**src/logic/brsc_defs.vh**
```
// Constants for the board reset and soft reset controller
`ifndef BRSC_DEFS_VH
`define BRSC_DEFS_VH

// ==================================================
// Register addresses
`define BRSC_ADDR_CONFIG   16'h8102
`define BRSC_ADDR_STATCTL  16'h8144
`define BRSC_ADDR_EVENT    16'h8154
`define BRSC_ADDR_MODCTL   16'h815d
`define BRSC_ADDR_INTGEN   16'h815f

// ==================================================
// Register select codes
`define BRSC_SEL_NONE      3'h0
`define BRSC_SEL_CONFIG    3'h1
`define BRSC_SEL_STATCTL   3'h2
`define BRSC_SEL_EVENT     3'h3
`define BRSC_SEL_MODCTL    3'h4
`define BRSC_SEL_INTGEN    3'h5

// ==================================================
// Field positions
`define BRSC_STAT_SRR      0
`define BRSC_STAT_INHIBIT  1
`define BRSC_STAT_MASTER   2
`define BRSC_STAT_RSTIN    7
`define BRSC_EVT_BERR      0
`define BRSC_EVT_REMOTE    1
`define BRSC_EVT_WDOG      3
`define BRSC_MOD_PASS      2
`define BRSC_MOD_WDTR      3
`define BRSC_MOD_BTOE      4
`define BRSC_MOD_SYSRST    6

// ==================================================
// Reset values and warm-reset keep masks
`define BRSC_RST_BYTE      8'h00
`define BRSC_CONFIG_KEEP   8'hf0
`define BRSC_MODCTL_KEEP   8'h56
`define BRSC_EVENT_KEEP    8'h08

// ==================================================
// Timing
`define BRSC_CLK_PERIOD_NS 10
`define BRSC_RESET_HOLD_NS 1000

// ==================================================
// Synchroniser lanes
`define BRSC_SY_LOW        0
`define BRSC_SY_DEAD       1
`define BRSC_SY_BTN        2
`define BRSC_SY_BUS        3
`define BRSC_SY_FAIL       4
`define BRSC_SY_SLOT       5

`endif

```
**src/logic/brsc_core.v**
```verilog
// Board reset classification, soft reset state and front panel lamps
`timescale 1ns/1ps
`include "brsc_defs.vh"

// ==================================================
// Summary of operation
// - Supply between three and four and a half volts gives warm reset.
// - Supply below three volts gives cold reset driving bus reset; power-on resets without driving it.
// - Warm reset keeps config bits 7:4 and module control bits 1,2,4,6.
// - Warm reset drives bus reset only if bit 6 set; watchdog always drives.
// - Keyboard sequence is a software reset only, nothing hardware happens.
// - Front button causes warm reset then self-test and reload.
// - Bus reset with input enable set acts as button reset.
// - Watchdog reset like button, failure line held until flag cleared.
// - Hardware reset clears registers; power-on clears arbiter fields too.
// - Soft request clears interrupt generator, master, watchdog, pass; sets events.
// - Soft state asserts failure line unless inhibit bit is set.
// - Slot-one control and bus timeout ignore the soft request.
// - Soft state left by button, power-on, writing zero, enabled bus reset.
// - Clearing soft request restores master enable and restarts watchdog count.
// - Bus timeout sets timeout event alone; soft entry sets both.
// - Bus reset with input enable clear enters soft state keeping pass.
// - Run lamp lights on DRAM writes.
// - Fail lamp follows bus failure line as slot one, and after hardware reset.
// - Test lamp lit exactly while pass bit is zero.

module brsc_core #(
  parameter HOLD_CYCLES = (`BRSC_RESET_HOLD_NS + `BRSC_CLK_PERIOD_NS - 1) /
                          `BRSC_CLK_PERIOD_NS
) (
  // Clock and power-on reset
  input  wire        clk,
  input  wire        rst_n,
  // Register port
  input  wire [15:0] reg_addr,
  input  wire [7:0]  reg_wdata,
  input  wire        reg_wr,
  input  wire        reg_rd,
  output reg  [7:0]  reg_rdata,
  // Asynchronous pins
  input  wire        supply_low_n,
  input  wire        supply_dead_n,
  input  wire        button_n,
  input  wire        bus_sysreset_n,
  input  wire        bus_sysfail_n,
  input  wire        slot_one_n,
  // Same-clock events
  input  wire        keyboard_reset,
  input  wire        watchdog_expire,
  input  wire        bus_timeout,
  input  wire        dram_write,
  // Bus reset and failure line drive
  output reg         sysreset_o,
  output reg         sysreset_oe_n,
  output reg         sysfail_o,
  output reg         sysfail_oe_n,
  // Board control
  output reg         local_board_reset,
  output reg         selftest_start,
  output reg         soft_boot,
  output reg         master_enable,
  output reg         watchdog_enable,
  output reg         watchdog_count_clear,
  output reg         intgen_clear,
  output reg         slot_one_ctl,
  output reg         bus_timeout_enable,
  // Lamps
  output reg         run_lamp,
  output reg         fail_lamp,
  output reg         test_lamp
);

  // ==================================================
  // States
  localparam [1:0] S_IDLE = 2'b01;
  localparam [1:0] S_HOLD = 2'b10;

  // ==================================================
  // Hold length; the 12-bit counter takes it modulo 4096 cycles
  localparam [11:0] HOLD_LAST = HOLD_CYCLES[11:0] - 12'h001;

  // ==================================================
  // Address decode
  function [2:0] reg_sel;
    input [15:0] a;
    begin
      case (a)
        `BRSC_ADDR_CONFIG:  reg_sel = `BRSC_SEL_CONFIG;
        `BRSC_ADDR_STATCTL: reg_sel = `BRSC_SEL_STATCTL;
        `BRSC_ADDR_EVENT:   reg_sel = `BRSC_SEL_EVENT;
        `BRSC_ADDR_MODCTL:  reg_sel = `BRSC_SEL_MODCTL;
        `BRSC_ADDR_INTGEN:  reg_sel = `BRSC_SEL_INTGEN;
        default:            reg_sel = `BRSC_SEL_NONE;
      endcase
    end
  endfunction

  // ==================================================
  // Declarations
  reg  [5:0]  sync1_reg;
  reg  [5:0]  sync2_reg;
  reg  [5:0]  prev_reg;
  reg  [7:0]  config_reg;
  reg  [7:0]  statctl_reg;
  reg  [7:0]  event_reg;
  reg  [7:0]  modctl_reg;
  reg  [7:0]  intgen_reg;
  reg         like_reg;
  reg         post_hold_reg;
  reg  [1:0]  state_reg;
  reg  [1:0]  state_next;
  reg  [11:0] cnt_reg;
  reg  [11:0] cnt_next;
  reg         drive_reg;
  reg         drive_next;
  reg         release_pulse;

  wire [2:0]  wsel;
  wire [2:0]  rsel;
  wire        wr_stat;
  wire        wr_mod;
  wire        rd_mod;
  wire        cold_ev;
  wire        low_lvl;
  wire        btn_lvl;
  wire        bus_edge;
  wire        bus_warm;
  wire        bus_soft;
  wire        soft_active;
  wire        wdt_ev;
  wire        warm_ev;
  wire        hw_ev;
  wire        srr_set;
  wire        soft_enter;
  wire        soft_exit;
  wire        to_hold;
  reg  [7:0]  rd_mux;

  // ==================================================
  // Pin synchronisers; first stage feeds only the second
  always @(posedge clk or negedge rst_n) begin
    if (!rst_n) begin
      sync1_reg <= 6'h00;
      sync2_reg <= 6'h00;
      prev_reg  <= 6'h00;
    end else begin
      sync1_reg <= ~{slot_one_n, bus_sysfail_n, bus_sysreset_n,
                     button_n, supply_dead_n, supply_low_n};
      sync2_reg <= sync1_reg;
      prev_reg  <= sync2_reg;
    end
  end

  // ==================================================
  // Reset classification
  assign wsel        = reg_sel(reg_addr);
  assign rsel        = wsel;
  assign wr_stat     = reg_wr && (wsel == `BRSC_SEL_STATCTL);
  assign wr_mod      = reg_wr && (wsel == `BRSC_SEL_MODCTL);
  assign rd_mod      = reg_rd && (rsel == `BRSC_SEL_MODCTL);
  assign soft_active = statctl_reg[`BRSC_STAT_SRR] | like_reg;

  assign cold_ev  = sync2_reg[`BRSC_SY_DEAD];
  assign low_lvl  = sync2_reg[`BRSC_SY_LOW];
  assign btn_lvl  = sync2_reg[`BRSC_SY_BTN];
  // Our own drive would loop back, so the edge is masked while driving
  assign bus_edge = sync2_reg[`BRSC_SY_BUS] & ~prev_reg[`BRSC_SY_BUS] &
                    sysreset_oe_n;
  assign bus_warm = bus_edge & statctl_reg[`BRSC_STAT_RSTIN];
  assign bus_soft = bus_edge & ~statctl_reg[`BRSC_STAT_RSTIN];
  assign wdt_ev   = watchdog_expire & modctl_reg[`BRSC_MOD_WDTR] &
                    ~soft_active;
  assign warm_ev  = low_lvl | btn_lvl | bus_warm | wdt_ev;
  assign hw_ev    = cold_ev | warm_ev;

  // A 0 to 1 write of the request, or a bus reset with the input enable clear, enters the soft state
  assign srr_set    = wr_stat & reg_wdata[`BRSC_STAT_SRR] &
                      ~statctl_reg[`BRSC_STAT_SRR];
  assign soft_enter = srr_set | (bus_soft & ~soft_active);
  assign soft_exit  = soft_active & wr_stat &
                      ~reg_wdata[`BRSC_STAT_SRR];

  // ==================================================
  // Sequencer: holds local reset for a minimum time
  always @* begin
    state_next = state_reg;
    cnt_next   = cnt_reg;
    drive_next = drive_reg;
    case (state_reg)
      S_IDLE: begin
        if (hw_ev) begin
          state_next = S_HOLD;
          cnt_next   = 12'h000;
          drive_next = cold_ev | wdt_ev |
                       modctl_reg[`BRSC_MOD_SYSRST];
        end
      end
      S_HOLD: begin
        // A source still present restarts the count
        if (hw_ev) begin
          cnt_next   = 12'h000;
          drive_next = drive_reg | cold_ev | wdt_ev;
        end else if (cnt_reg >= HOLD_LAST) begin
          state_next = S_IDLE;
          drive_next = 1'b0;
        end else begin
          cnt_next = cnt_reg + 12'h001;
        end
      end
      default: begin
        state_next = S_IDLE;
        cnt_next   = 12'h000;
        drive_next = 1'b0;
      end
    endcase
  end

  assign to_hold = (state_next == S_HOLD);

  always @(posedge clk or negedge rst_n) begin
    if (!rst_n) begin
      state_reg <= S_IDLE;
      cnt_reg   <= 12'h000;
      drive_reg <= 1'b0;
    end else begin
      state_reg <= state_next;
      cnt_reg   <= cnt_next;
      drive_reg <= drive_next;
    end
  end

  // ==================================================
  // Register file
  always @(posedge clk or negedge rst_n) begin
    if (!rst_n) begin
      config_reg    <= `BRSC_RST_BYTE;
      statctl_reg   <= `BRSC_RST_BYTE;
      event_reg     <= `BRSC_RST_BYTE;
      modctl_reg    <= `BRSC_RST_BYTE;
      intgen_reg    <= `BRSC_RST_BYTE;
      like_reg      <= 1'b0;
      post_hold_reg <= 1'b1;
    end else if (cold_ev) begin
      // Arbiter fields are cleared here too
      config_reg    <= `BRSC_RST_BYTE;
      statctl_reg   <= `BRSC_RST_BYTE;
      event_reg     <= `BRSC_RST_BYTE;
      modctl_reg    <= `BRSC_RST_BYTE;
      intgen_reg    <= `BRSC_RST_BYTE;
      like_reg      <= 1'b0;
      post_hold_reg <= 1'b1;
    end else if (warm_ev) begin
      // Register writes in a reset cycle are lost
      config_reg    <= config_reg & `BRSC_CONFIG_KEEP;
      modctl_reg    <= modctl_reg & `BRSC_MODCTL_KEEP;
      statctl_reg   <= `BRSC_RST_BYTE;
      // Watchdog flag survives its own reset so sysfail stays up
      event_reg     <= (event_reg & `BRSC_EVENT_KEEP) |
                       {4'h0, wdt_ev, 3'h0};
      intgen_reg    <= `BRSC_RST_BYTE;
      like_reg      <= 1'b0;
      post_hold_reg <= 1'b1;
    end else begin
      if (reg_wr && wsel == `BRSC_SEL_CONFIG)
        config_reg <= reg_wdata;
      if (wr_stat)
        statctl_reg <= reg_wdata;
      if (wr_mod) begin
        modctl_reg <= reg_wdata;
        if (reg_wdata[`BRSC_MOD_PASS])
          post_hold_reg <= 1'b0;
      end
      if (reg_wr && wsel == `BRSC_SEL_INTGEN)
        intgen_reg <= reg_wdata;
      // Write one clears; hardware sets win over the clear
      if (reg_wr && wsel == `BRSC_SEL_EVENT)
        event_reg <= (event_reg & ~reg_wdata) |
                     {6'h00, soft_enter, soft_enter | bus_timeout};
      else if (soft_enter | bus_timeout)
        event_reg <= event_reg |
                     {6'h00, soft_enter, soft_enter | bus_timeout};
      if (rd_mod)
        event_reg[`BRSC_EVT_WDOG] <= 1'b0;
      if (soft_enter) begin
        intgen_reg <= `BRSC_RST_BYTE;
        if (srr_set)
          modctl_reg[`BRSC_MOD_PASS] <= 1'b0;
      end
      if (bus_soft & ~soft_active)
        like_reg <= 1'b1;
      else if (soft_exit)
        like_reg <= 1'b0;
    end
  end

  // ==================================================
  // Read port; data only in the cycle after the strobe
  always @* begin
    case (rsel)
      `BRSC_SEL_CONFIG:  rd_mux = config_reg;
      `BRSC_SEL_STATCTL: rd_mux = {statctl_reg[7:1], soft_active};
      `BRSC_SEL_EVENT:   rd_mux = event_reg;
      `BRSC_SEL_MODCTL:  rd_mux = modctl_reg;
      `BRSC_SEL_INTGEN:  rd_mux = intgen_reg;
      default:           rd_mux = 8'h00;
    endcase
  end

  always @(posedge clk or negedge rst_n) begin
    if (!rst_n)
      reg_rdata <= 8'h00;
    else if (reg_rd)
      reg_rdata <= rd_mux;
    else
      reg_rdata <= 8'h00;
  end

  // ==================================================
  // Outputs
  always @(posedge clk or negedge rst_n) begin
    if (!rst_n) begin
      sysreset_o           <= 1'b0;
      sysreset_oe_n        <= 1'b1;
      sysfail_o            <= 1'b0;
      sysfail_oe_n         <= 1'b1;
      local_board_reset    <= 1'b1;
      selftest_start       <= 1'b0;
      soft_boot            <= 1'b0;
      master_enable        <= 1'b0;
      watchdog_enable      <= 1'b0;
      watchdog_count_clear <= 1'b0;
      intgen_clear         <= 1'b0;
      slot_one_ctl         <= 1'b0;
      bus_timeout_enable   <= 1'b0;
      run_lamp             <= 1'b0;
      fail_lamp            <= 1'b1;
      test_lamp            <= 1'b1;
      release_pulse        <= 1'b0;
    end else begin
      // Open-drain data stays low; only the enables move
      sysreset_o        <= 1'b0;
      sysreset_oe_n     <= ~(to_hold & drive_next);
      sysfail_o         <= 1'b0;
      sysfail_oe_n      <= ~(event_reg[`BRSC_EVT_WDOG] |
                             (soft_active &
                              ~statctl_reg[`BRSC_STAT_INHIBIT]));
      local_board_reset <= to_hold;
      release_pulse     <= (state_reg == S_HOLD) & ~to_hold;
      selftest_start    <= release_pulse;
      // Keyboard reset touches no register or reset line
      soft_boot         <= keyboard_reset;
      master_enable     <= statctl_reg[`BRSC_STAT_MASTER] &
                           ~soft_active & ~to_hold;
      watchdog_enable   <= modctl_reg[`BRSC_MOD_WDTR] &
                           ~soft_active;
      watchdog_count_clear <= rd_mod | soft_exit;
      intgen_clear      <= soft_enter;
      // Slot-one control and bus timeout enable unaffected by the soft request
      slot_one_ctl       <= sync2_reg[`BRSC_SY_SLOT];
      bus_timeout_enable <= modctl_reg[`BRSC_MOD_BTOE];
      run_lamp  <= dram_write;
      fail_lamp <= (sync2_reg[`BRSC_SY_SLOT] &
                    sync2_reg[`BRSC_SY_FAIL]) |
                   post_hold_reg | to_hold;
      test_lamp <= ~modctl_reg[`BRSC_MOD_PASS];
    end
  end

endmodule

```
**config.mk**
```make
export PLATFORM = sky130hd
export DESIGN_NAME = brsc_core
export DESIGN_NICKNAME = d
export VERILOG_FILES = /design/src/logic/brsc_core.v
export VERILOG_INCLUDE_DIRS = /design/src /design/src/logic
export SDC_FILE = /design/constraint.sdc
export NUM_CORES = 1
export LEC_CHECK = 0
export ABC_AREA = 1
export CAP_MARGIN = 20
export CORE_ASPECT_RATIO = 1.25
export CORE_MARGIN = 3
export CORE_UTILIZATION = 50
export CTS_BUF_LIST = sky130_fd_sc_hd__clkbuf_8 sky130_fd_sc_hd__clkbuf_16
export DETAILED_ROUTE_END_ITERATION = 16
export DONT_BUFFER_PORTS = 1
export GPL_TIMING_DRIVEN = 0
export PLACE_DENSITY_LB_ADDON = 0.12
export SYNTH_ARGS = -nofsm -noshare
export SYNTH_HDL_FRONTEND = slang
export SYNTH_SLANG_ARGS = --single-unit
export TNS_END_PERCENT = 1
```
**constraint.sdc**
```tcl
create_clock -name clk -period 2.14 [get_ports clk]
set_input_delay 0.107 -clock clk [delete_from_list [all_inputs] [get_ports clk]]
set_output_delay 0.107 -clock clk [all_outputs]
set_load 0.01 [all_outputs]
```
==> results of run 1 <==
## worst max-delay path, stage by stage, from the launching register on
cell,delay (ns)
sky130_fd_sc_hd__dfrtp_1,0.41
sky130_fd_sc_hd__ha_1,0.22
sky130_fd_sc_hd__or2_2,0.29
sky130_fd_sc_hd__nor3_1,0.14
sky130_fd_sc_hd__o21ai_1,0.13
sky130_fd_sc_hd__nand2_1,0.11
sky130_fd_sc_hd__nand3_1,0.07
sky130_fd_sc_hd__nand2_1,0.07
sky130_fd_sc_hd__nand2_1,0.07
sky130_fd_sc_hd__nor2_1,0.22
sky130_fd_sc_hd__nor2_1,0.07
## placed cells by master (no fill, tap or decap), types with 2 or more instances in the layout
cell | Yosys | routed
sky130_fd_sc_hd__o21ai_1 | 13 | 15
sky130_fd_sc_hd__buf_2 | 6 | 6
sky130_fd_sc_hd__nand2_4 | 3 | 3
sky130_fd_sc_hd__o21a_1 | 3 | 3
sky130_fd_sc_hd__dfrtp_1 | 86 | 86
sky130_fd_sc_hd__inv_1 | 52 | 52
sky130_fd_sc_hd__nand2_2 | 6 | 6
sky130_fd_sc_hd__o21ai_0 | 27 | 25
sky130_fd_sc_hd__buf_6 | 2 | 2
sky130_fd_sc_hd__nand4_1 | 17 | 17
sky130_fd_sc_hd__conb_1 | 1 | 2
sky130_fd_sc_hd__ha_1 | 3 | 3
sky130_fd_sc_hd__buf_4 | 4 | 4
sky130_fd_sc_hd__clkbuf_8 | 0 | 9
sky130_fd_sc_hd__clkinv_2 | 0 | 2
sky130_fd_sc_hd__dlygate4sd3_1 | 0 | 21
sky130_fd_sc_hd__a21oi_1 | 9 | 9
sky130_fd_sc_hd__nand3_1 | 70 | 70
sky130_fd_sc_hd__nor2_2 | 3 | 4
sky130_fd_sc_hd__or2_2 | 2 | 2
sky130_fd_sc_hd__nand2_1 | 116 | 116
sky130_fd_sc_hd__inv_2 | 4 | 4
sky130_fd_sc_hd__bufinv_16 | 0 | 2
sky130_fd_sc_hd__dfstp_2 | 7 | 7
sky130_fd_sc_hd__nor2_4 | 4 | 4
sky130_fd_sc_hd__nor3_1 | 3 | 3
sky130_fd_sc_hd__nor2_1 | 66 | 65
sky130_fd_sc_hd__clkbuf_1 | 5 | 5
sky130_fd_sc_hd__inv_6 | 0 | 2
## final timing paths
check / startpoint / end / slack, ns
max: cnt_reg[0] / master_enable / 0.24
max reg2reg: cnt_reg[0] / master_enable / 0.24
min in group clk: reg_wdata[0] / like_reg / 0.03
min reg2reg: sync1_reg[0] / sync2_reg[0] / 0.35
max in group asynchronous: rst_n / test_lamp / 2.49
min: rst_n / cnt_reg[11] / -0.58
## metrics by stage
stage                     area (um^2)  power (mW)
after global placement           4510        2.23
after floorplan                  4360        2.17
after global routing             4940        3.73
final                            4940        3.54
after CTS                        4940        3.57
after detailed placement         4510        2.24
## power by group
| group | switching [mW] | internal [mW] |
|---|---|---|
| registers | 0.0535 | 1.85 |
| logic | 0.208 | 0.130 |
| clock network | 0.639 | 0.662 |
## Yosys cell counts (2+ instances only)
cell type / count
sky130_fd_sc_hd__o21a_1: 3
sky130_fd_sc_hd__a21oi_1: 9
sky130_fd_sc_hd__inv_1: 52
sky130_fd_sc_hd__clkbuf_1: 5
sky130_fd_sc_hd__nand2_2: 6
sky130_fd_sc_hd__o21ai_0: 27
sky130_fd_sc_hd__nand2_1: 116
sky130_fd_sc_hd__dfrtp_1: 86
sky130_fd_sc_hd__nand2_4: 3
sky130_fd_sc_hd__inv_2: 4
sky130_fd_sc_hd__or2_2: 2
sky130_fd_sc_hd__dfstp_2: 7
sky130_fd_sc_hd__ha_1: 3
sky130_fd_sc_hd__nand4_1: 17
sky130_fd_sc_hd__o21ai_1: 13
sky130_fd_sc_hd__nor3_1: 3
sky130_fd_sc_hd__buf_4: 4
sky130_fd_sc_hd__nor2_4: 4
sky130_fd_sc_hd__buf_2: 6
sky130_fd_sc_hd__nor2_2: 3
sky130_fd_sc_hd__buf_6: 2
sky130_fd_sc_hd__nor2_1: 66
sky130_fd_sc_hd__nand3_1: 70
## cell families (layout without fill, tap and decap cells)
kind of cell,count (synthesis),in the layout
compound gates,58,58
xor+xnor,1,1
fa+ha+maj,3,3
buf+inv,74,111
flops,93,93
other cells,1,2
simple gates,293,293
## timing repair
action	CTS	global route
endpoints found under the setup margin	0	7
hold endpoints to repair	143	93
resized for setup	0	3
## cell type report
cell class                 count  area (um^2)  area share
buffer                        17          101      0.0205
timing repair buffer          21          210      0.0426
clock buffer                   9          124      0.0251
sequential                    93         2340       0.473
tap                          117          146      0.0296
inverter                      57          214      0.0433
clock inverter                 7         95.1      0.0193
multi-input combinational    357         1710       0.347
## metal layers
| metal | wire length, um | up-vias | share of wire |
|---|---|---|---|
| met1 | 4310 | 1680 | 0.40 |
| met3 | 480 | 27 | 0.045 |
| li1 | - | 1749 | - |
| met4 | 363 | 0 | 0.034 |
| met5 | 0 | - | 0 |
| met2 | 5540 | 114 | 0.52 |
==> insert_results.sql, run 1 <==
INSERT INTO impl_metrics (metric_group, metric, value, unit) VALUES
('status', 'outcome', 'finished, violations left', ''),
('status', 'violated_checks', 'hold timing', ''),
('critical_path', 'setup.worst_path.class', 'register to register', ''),
('global_routing', 'globalRouteMet1Util', '0.297', ''),
('die', 'fp.dieH', '110', 'um'),
('die', 'initial_utilization', '0.520', ''),
('place', 'gp_congestion', '0.899', ''),
('die', 'die_area', '9880', 'um^2'),
('timing', 'number_of_max_slew_violations_in_the_final_report', '0', ''),
('logic_synthesis', 'synth-xor-area-share', '0.00201', ''),
('clock_network', 'clockBufferDepth', '2', ''),
('global_routing', 'globalRouteOverflowTotal', '0', ''),
('logic_synthesis', 'synth_seq_cells', '93', ''),
('logic_synthesis', 'sequential_to_total_area_share_from_yosys_stat', '0.536', ''),
('logic_synthesis', 'synth_simple_gate_area_frac', '0.308', ''),
('timing', 'hold_viol', '93', ''),
('route', 'drt_first_iter_violations', '247', ''),
('timing', 'setup_viol', '0', ''),
('logic_synthesis', 'yosys_warning_count', '0', ''),
('timing', 'final.min_clock_period', '1.90', 'ns'),
('route', 'viasPerCell', '5.27', ''),
('route', 'post_drt_wl_per_cell', '15.8', 'um'),
('layout', 'finalNetCount', '597', ''),
('global_routing', 'grt_pass1_wl', '17500', 'um'),
('route', 'vias', '3570', ''),
('pwr', 'powerDensity', '718', 'nW/um^2'),
('timing', 'timing.fmax', '0.527', 'GHz'),
('logic_synthesis', 'postSynthCellCount', '523', ''),
('logic_synthesis', 'synth_largest_type_area_fraction', '0.494', ''),
('global_routing', 'number_of_global_route_vias_before_repair', '3541', ''),
('timing', 'max_slew.worst_pin.slew', '0.566', 'ns'),
('pwr', 'ir_worst_vdd', '0.000370', 'V'),
('layout', 'layout.cells.non_filler', '678', ''),
('critical_path', 'register_to_register_path_depth', '10', ''),
('clock_network', 'clock_tree.htree_level_count', '3', ''),
('logic_synthesis', 'syn_avg_cell_area', '8.33', 'um^2'),
('clock_network', 'postCtsSetupBuffers', '0', ''),
('critical_path', 'worstPathRequired', '2.41', 'ns'),
('critical_path', 'critical_path.startpoint_type', 'register', ''),
('logic_synthesis', 'post_synth_fa_ha_maj_area_fraction', '0.00862', ''),
('timing', 'setup_total_negative_slack', '0', 'ns'),
('route', 'drc', '0', ''),
('timing', 'setup_ws', '0.241', 'ns'),
('clock_network', 'cts_hold_buf', '21', ''),
('place', 'place_inst', '641', ''),
('logic_synthesis', 'synth_compound_area_frac', '0.0718', ''),
('timing', 'finalClockSkew', '0.0101', 'ns'),
('logic_synthesis', 'post_synth_mux_area_share', '0', ''),
('die', 'floorplan.io_pins', '62', ''),
('logic_synthesis', 'synth_edf_count', '0', ''),
('min_path', 'hold_class', 'primary input to async pin', ''),
('pwr', 'p_leak', '2.36', 'nW'),
('logic_synthesis', 'async_flop_share', '1.00', ''),
('critical_path', 'worstSetupEndpointType', 'register', ''),
('layout', 'antenna-diode-count', '0', ''),
('clock_network', 'clockRootBuffer', 'sky130_fd_sc_hd__clkbuf_8', ''),
('timing', 'hold_slack', '-0.583', 'ns'),
('route', 'drt_pre_antenna_iters', '5', ''),
('layout', 'layout-drive-gt1-share', '0.111', ''),
('logic_synthesis', 'post_synth_num_cell_types', '35', ''),
('clock_network', 'cts_tree', 'built', ''),
('critical_path', 'critPathArrivalTime', '2.16', 'ns'),
('flow_run', 'max_cap_violations', '0', ''),
('clock_network', 'cts_buffers', '9', ''),
('clock_network', 'tritoncts_sink_count', '93', ''),
('timing', 'min_period_over_period', '0.887', ''),
('global_routing', 'grt_start_max_net_pins', '94', ''),
('logic_synthesis', 'synth_top_family_by_area', 'simple AND/OR/NAND/NOR gates', ''),
('logic_synthesis', 'synthTopCellsByArea', 'sky130_fd_sc_hd__dfrtp_1 (49%), sky130_fd_sc_hd__nand2_1 (10%), sky130_fd_sc_hd__nand3_1 (8.0%), sky130_fd_sc_hd__nor2_1 (5.7%), sky130_fd_sc_hd__inv_1 (4.5%)', ''),
('logic_synthesis', 'synthDominantAreaCellType', 'sky130_fd_sc_hd__dfrtp_1', ''),
('global_routing', 'top_usage_layer', 'met2', '');
Power figures use the tool's default switching activity.
==> run 2, diff against run 1 <==
- ABC_AREA: 1 -> default
==> run 2 against run 1 <==
Compared with the run above: the run still ends with hold timing left; critical path depth decreased by 4; fmax decreased by 11%; routed wire length decreased by 15%; sequential power about the same; synthesized area decreased by 7.7%; clock skew decreased by 0.0028 ns; synthesized cell count decreased by 31%; cell count decreased by 27%; clock power decreased by 3%; flip-flop and latch count unchanged; critical path type unchanged.
==> insert_results.sql, run 2 <==
INSERT INTO impl_metrics (metric_group, metric, value, unit) VALUES
('status', 'outcome', 'finished, violations left', ''),
('status', 'violated_checks', 'hold timing', ''),
('logic_synthesis', 'netlist_area', '4020', 'um^2'),
('critical_path', 'critPathArrivalTime', '2.40', 'ns'),
('timing', 'timing.max_slew.rel_slack', '0.411', ''),
('layout', 'most_common_cell_after_layout_fill_and_taps_aside', 'sky130_fd_sc_hd__dfrtp_1', ''),
('clock_network', 'clockRootBuffer', 'sky130_fd_sc_hd__clkbuf_8', ''),
('logic_synthesis', 'postSynthCellCount', '362', ''),
('critical_path', 'maximum_fanout_count_along_the_critical_path', '6', ''),
('layout', 'antenna-diode-count', '0', ''),
('clock_network', 'clk-insertion-delay-late', '0.35', 'ns'),
('clock_network', 'worst_setup_hold_path_clk_slew', '0.09', 'ns'),
('pwr', 'power_frac_comb', '0.111', ''),
('logic_synthesis', 'synth_seq_cells', '93', ''),
('layout', 'layout-drive-gt1-share', '0.136', ''),
('route', 'post_drt_wl_per_cell', '18.3', 'um'),
('critical_path', 'worstSetupEndpointType', 'register', ''),
('layout', 'layout.cell_area.non_filler', '4660', 'um^2'),
('route', 'finalWirelength', '9070', 'um'),
('logic_synthesis', 'sequential_to_total_area_share_from_yosys_stat', '0.581', ''),
('pwr', 'power.share.switching', '0.251', ''),
('global_routing', 'grt_start_max_net_pins', '94', ''),
('layout', 'finalNetCount', '439', ''),
('place', 'port_buf_inserts', '0', ''),
('logic_synthesis', 'yosys_warning_count', '0', ''),
('die', 'fp.dieW', '86.2', 'um'),
('die', 'fp.dieH', '106', 'um'),
('die', 'floorplan.io_pins', '62', ''),
('timing', 'hold_slack', '-0.560', 'ns'),
('critical_path', 'crit-reg2reg-launch', 'cnt_reg[2]', ''),
('timing', 'hold_viol', '93', ''),
('place', 'gp_congestion', '0.811', ''),
('pwr', 'powerDensity', '757', 'nW/um^2'),
('die', 'coreArea', '7580', 'um^2'),
('timing', 'setup_viol', '0', ''),
('die', 'placement_rows', '35', ''),
('timing', 'min_period_over_period', '0.996', ''),
('route', 'antenna_left', '0', ''),
('logic_synthesis', 'post_synth_num_cell_types', '61', ''),
('min_path', 'hold_class', 'primary input to async pin', ''),
('critical_path', 'critical_path.startpoint_type', 'register', ''),
('pwr', 'power_frac_seq', '0.532', ''),
('timing', 'number_of_max_slew_violations_in_the_final_report', '0', ''),
('logic_synthesis', 'synth_top_flop_cell', 'sky130_fd_sc_hd__dfrtp_1', ''),
('pwr', 'p_int', '2.64', 'mW'),
('timing', 'rsz0062_at_grt', 'yes', ''),
('pwr', 'p_leak', '2.04', 'nW'),
('route', 'vias', '2814', ''),
('clock_network', 'clockBufferDepth', '2', ''),
('clock_network', 'cts_buffers', '9', ''),
('critical_path', 'register_to_register_path_depth', '6', ''),
('global_routing', 'grt.total_usage', '0.212', ''),
('global_routing', 'globalRouteOverflowTotal', '0', ''),
('critical_path', 'ff2ff_setup_slack', '0.009', 'ns'),
('critical_path', 'worstPathRequired', '2.41', 'ns'),
('logic_synthesis', 'commonest_cells_post_synth', 'sky130_fd_sc_hd__dfrtp_1 (86), sky130_fd_sc_hd__nor2_1 (44), sky130_fd_sc_hd__a21oi_1 (32), sky130_fd_sc_hd__nand2_1 (29), sky130_fd_sc_hd__mux2i_1 (25)', ''),
('timing', 'setup_total_negative_slack', '0', 'ns'),
('layout', 'largest_register_ff_count', '12', ''),
('pwr', 'ir_worst_vdd', '0.000566', 'V'),
('place', 'postPlaceCellArea', '4140', 'um^2'),
('logic_synthesis', 'syn_avg_cell_area', '11.1', 'um^2'),
('global_routing', 'number_of_global_route_vias_before_repair', '2993', ''),
('timing', 'finalClockSkew', '0.00733', 'ns'),
('pwr', 'total_switching_power', '886', 'uW'),
('pwr', 'power_frac_clock', '0.357', ''),
('logic_synthesis', 'synth_largest_type_area_fraction', '0.535', ''),
('route', 'drt_first_iter_violations', '121', ''),
('place', 'place_hpwl', '6000', 'um'),
('timing', 'max_slew.worst_pin.slew', '0.884', 'ns'),
('timing', 'final.min_clock_period', '2.13', 'ns'),
('route', 'drc', '0', ''),
('clock_network', 'cts_tree', 'built', ''),
('logic_synthesis', 'synthDominantAreaCellType', 'sky130_fd_sc_hd__dfrtp_1', ''),
('logic_synthesis', 'async_flop_share', '1.00', ''),
('layout', 'syn2layout_area_growth', '15.8', '%'),
('global_routing', 'antenna_found_initial', '0', ''),
('die', 'die_area', '9160', 'um^2'),
('logic_synthesis', 'synth_most_common_cell', 'sky130_fd_sc_hd__dfrtp_1', ''),
('global_routing', 'grt_pass1_wl', '15000', 'um'),
('die', 'initial_utilization', '0.531', ''),
('clock_network', 'tritoncts_sink_count', '93', ''),
('logic_synthesis', 'synth_edf_count', '0', ''),
('route', 'drt_pre_antenna_iters', '4', ''),
('route', 'viasPerCell', '5.68', ''),
('flow_run', 'max_cap_violations', '0', ''),
('timing', 'timing.fmax', '0.469', 'GHz'),
('clock_network', 'clock_tree.htree_level_count', '3', ''),
('critical_path', 'setup.worst_path.class', 'register to register', ''),
('logic_synthesis', 'synthTopCellsByArea', 'sky130_fd_sc_hd__dfrtp_1 (54%), sky130_fd_sc_hd__mux2i_1 (6.2%), sky130_fd_sc_hd__dfstp_2 (4.6%), sky130_fd_sc_hd__nor2_1 (4.1%), sky130_fd_sc_hd__a21oi_1 (4.0%)', ''),
('critical_path', 'r2r_end', 'sysreset_oe_n', ''),
('layout', 'layout_common_cells', 'sky130_fd_sc_hd__dfrtp_1 (86), sky130_fd_sc_hd__nor2_1 (43), sky130_fd_sc_hd__a21oi_1 (30), sky130_fd_sc_hd__nand2_1 (29), sky130_fd_sc_hd__mux2i_1 (25)', '');
## run 2: timing repair
action	CTS	global route
gates resized for setup	10	4
hold buffers	19	1
setup buffers	3	0
pin swaps	11	2
hold endpoints to repair	143	94
endpoints found under the setup margin	44	42
## run 2: power groups by stage
stage               Combinational, mW  Clock, mW  Sequential (mW)
detailed placement              0.314          0             1.91
CTS                             0.385       1.28             1.88
finish                          0.392       1.26             1.88
floorplan                       0.246          0             1.90
global placement                0.309          0             1.91
global route                    0.437       1.36             1.89
## run 2: worst max path at each step
stage | from | end | slack (ns) | cells past startpoint
global route | cnt_reg[1] | master_enable | -0.12 | 7
finish | cnt_reg[2] | sysreset_oe_n | 0.009 | 6
CTS | cnt_reg[1] | sysreset_oe_n | -0.07 | 7
global placement | reg_addr[6] | intgen_reg[5] | -0.42 | 6
detailed placement | reg_addr[6] | intgen_reg[3] | -0.41 | 6
floorplan | cnt_reg[0] | cnt_reg[2] | 0.002 | 7
## run 2: cell type report
| class | instances | area, um^2 |
|---|---|---|
| clock inverters | 7 | 91.3 |
| repair buffers | 24 | 228 |
| plain buffers | 15 | 77.6 |
| inverters | 16 | 60.1 |
| well taps | 92 | 115 |
| fillers | 600 | 2920 |
| flip-flops and latches | 93 | 2340 |
| clock buffers | 9 | 124 |
| multi-input cells | 239 | 1620 |
## run 2: per-stage QoR
step,setup WS (ns),util,total power [mW],hold slack [ns],cells
5_1_grt,-0.117,0.615,3.68,-0.583,495
2_1_floorplan,0.00155,-,2.15,-0.189,363
4_1_cts,-0.0692,0.609,3.55,-0.578,493
3_5_place_dp,-0.412,0.547,2.23,-0.186,455
3_3_place_gp,-0.418,0.547,2.22,-0.186,455
6_report,0.00899,0.615,3.53,-0.560,495
## run 2: worst max-delay path, cell delays in order, from the launching register on
cell	delay, ns
sky130_fd_sc_hd__dfrtp_1	0.46
sky130_fd_sc_hd__or4_1	0.53
sky130_fd_sc_hd__a311o_1	0.36
sky130_fd_sc_hd__a21oi_1	0.15
sky130_fd_sc_hd__nor2_1	0.08
sky130_fd_sc_hd__nor3b_4	0.32
sky130_fd_sc_hd__nand2b_1	0.13
## run 2: cell families after synthesis
kind of cell             after synthesis  synth area share
other                                  1          0.000933
adder cells (fa/ha/maj)                3           0.00934
AO/OA/AOI/OAI                         79             0.133
multiplexers                          26            0.0650
flip-flops                            93             0.581
XOR/XNOR                               3           0.00654
AND/OR/NAND/NOR                      126             0.171
buffers and inverters                 31            0.0333
## run 2: layer usage
layer  routed length (um)  up-vias  track usage
li1                     -     1351            -
met1                 3940     1372        0.268
met2                 4600       75        0.357
met3                  340       16       0.0380
met4                  195        0       0.0846
met5                    0        -            0
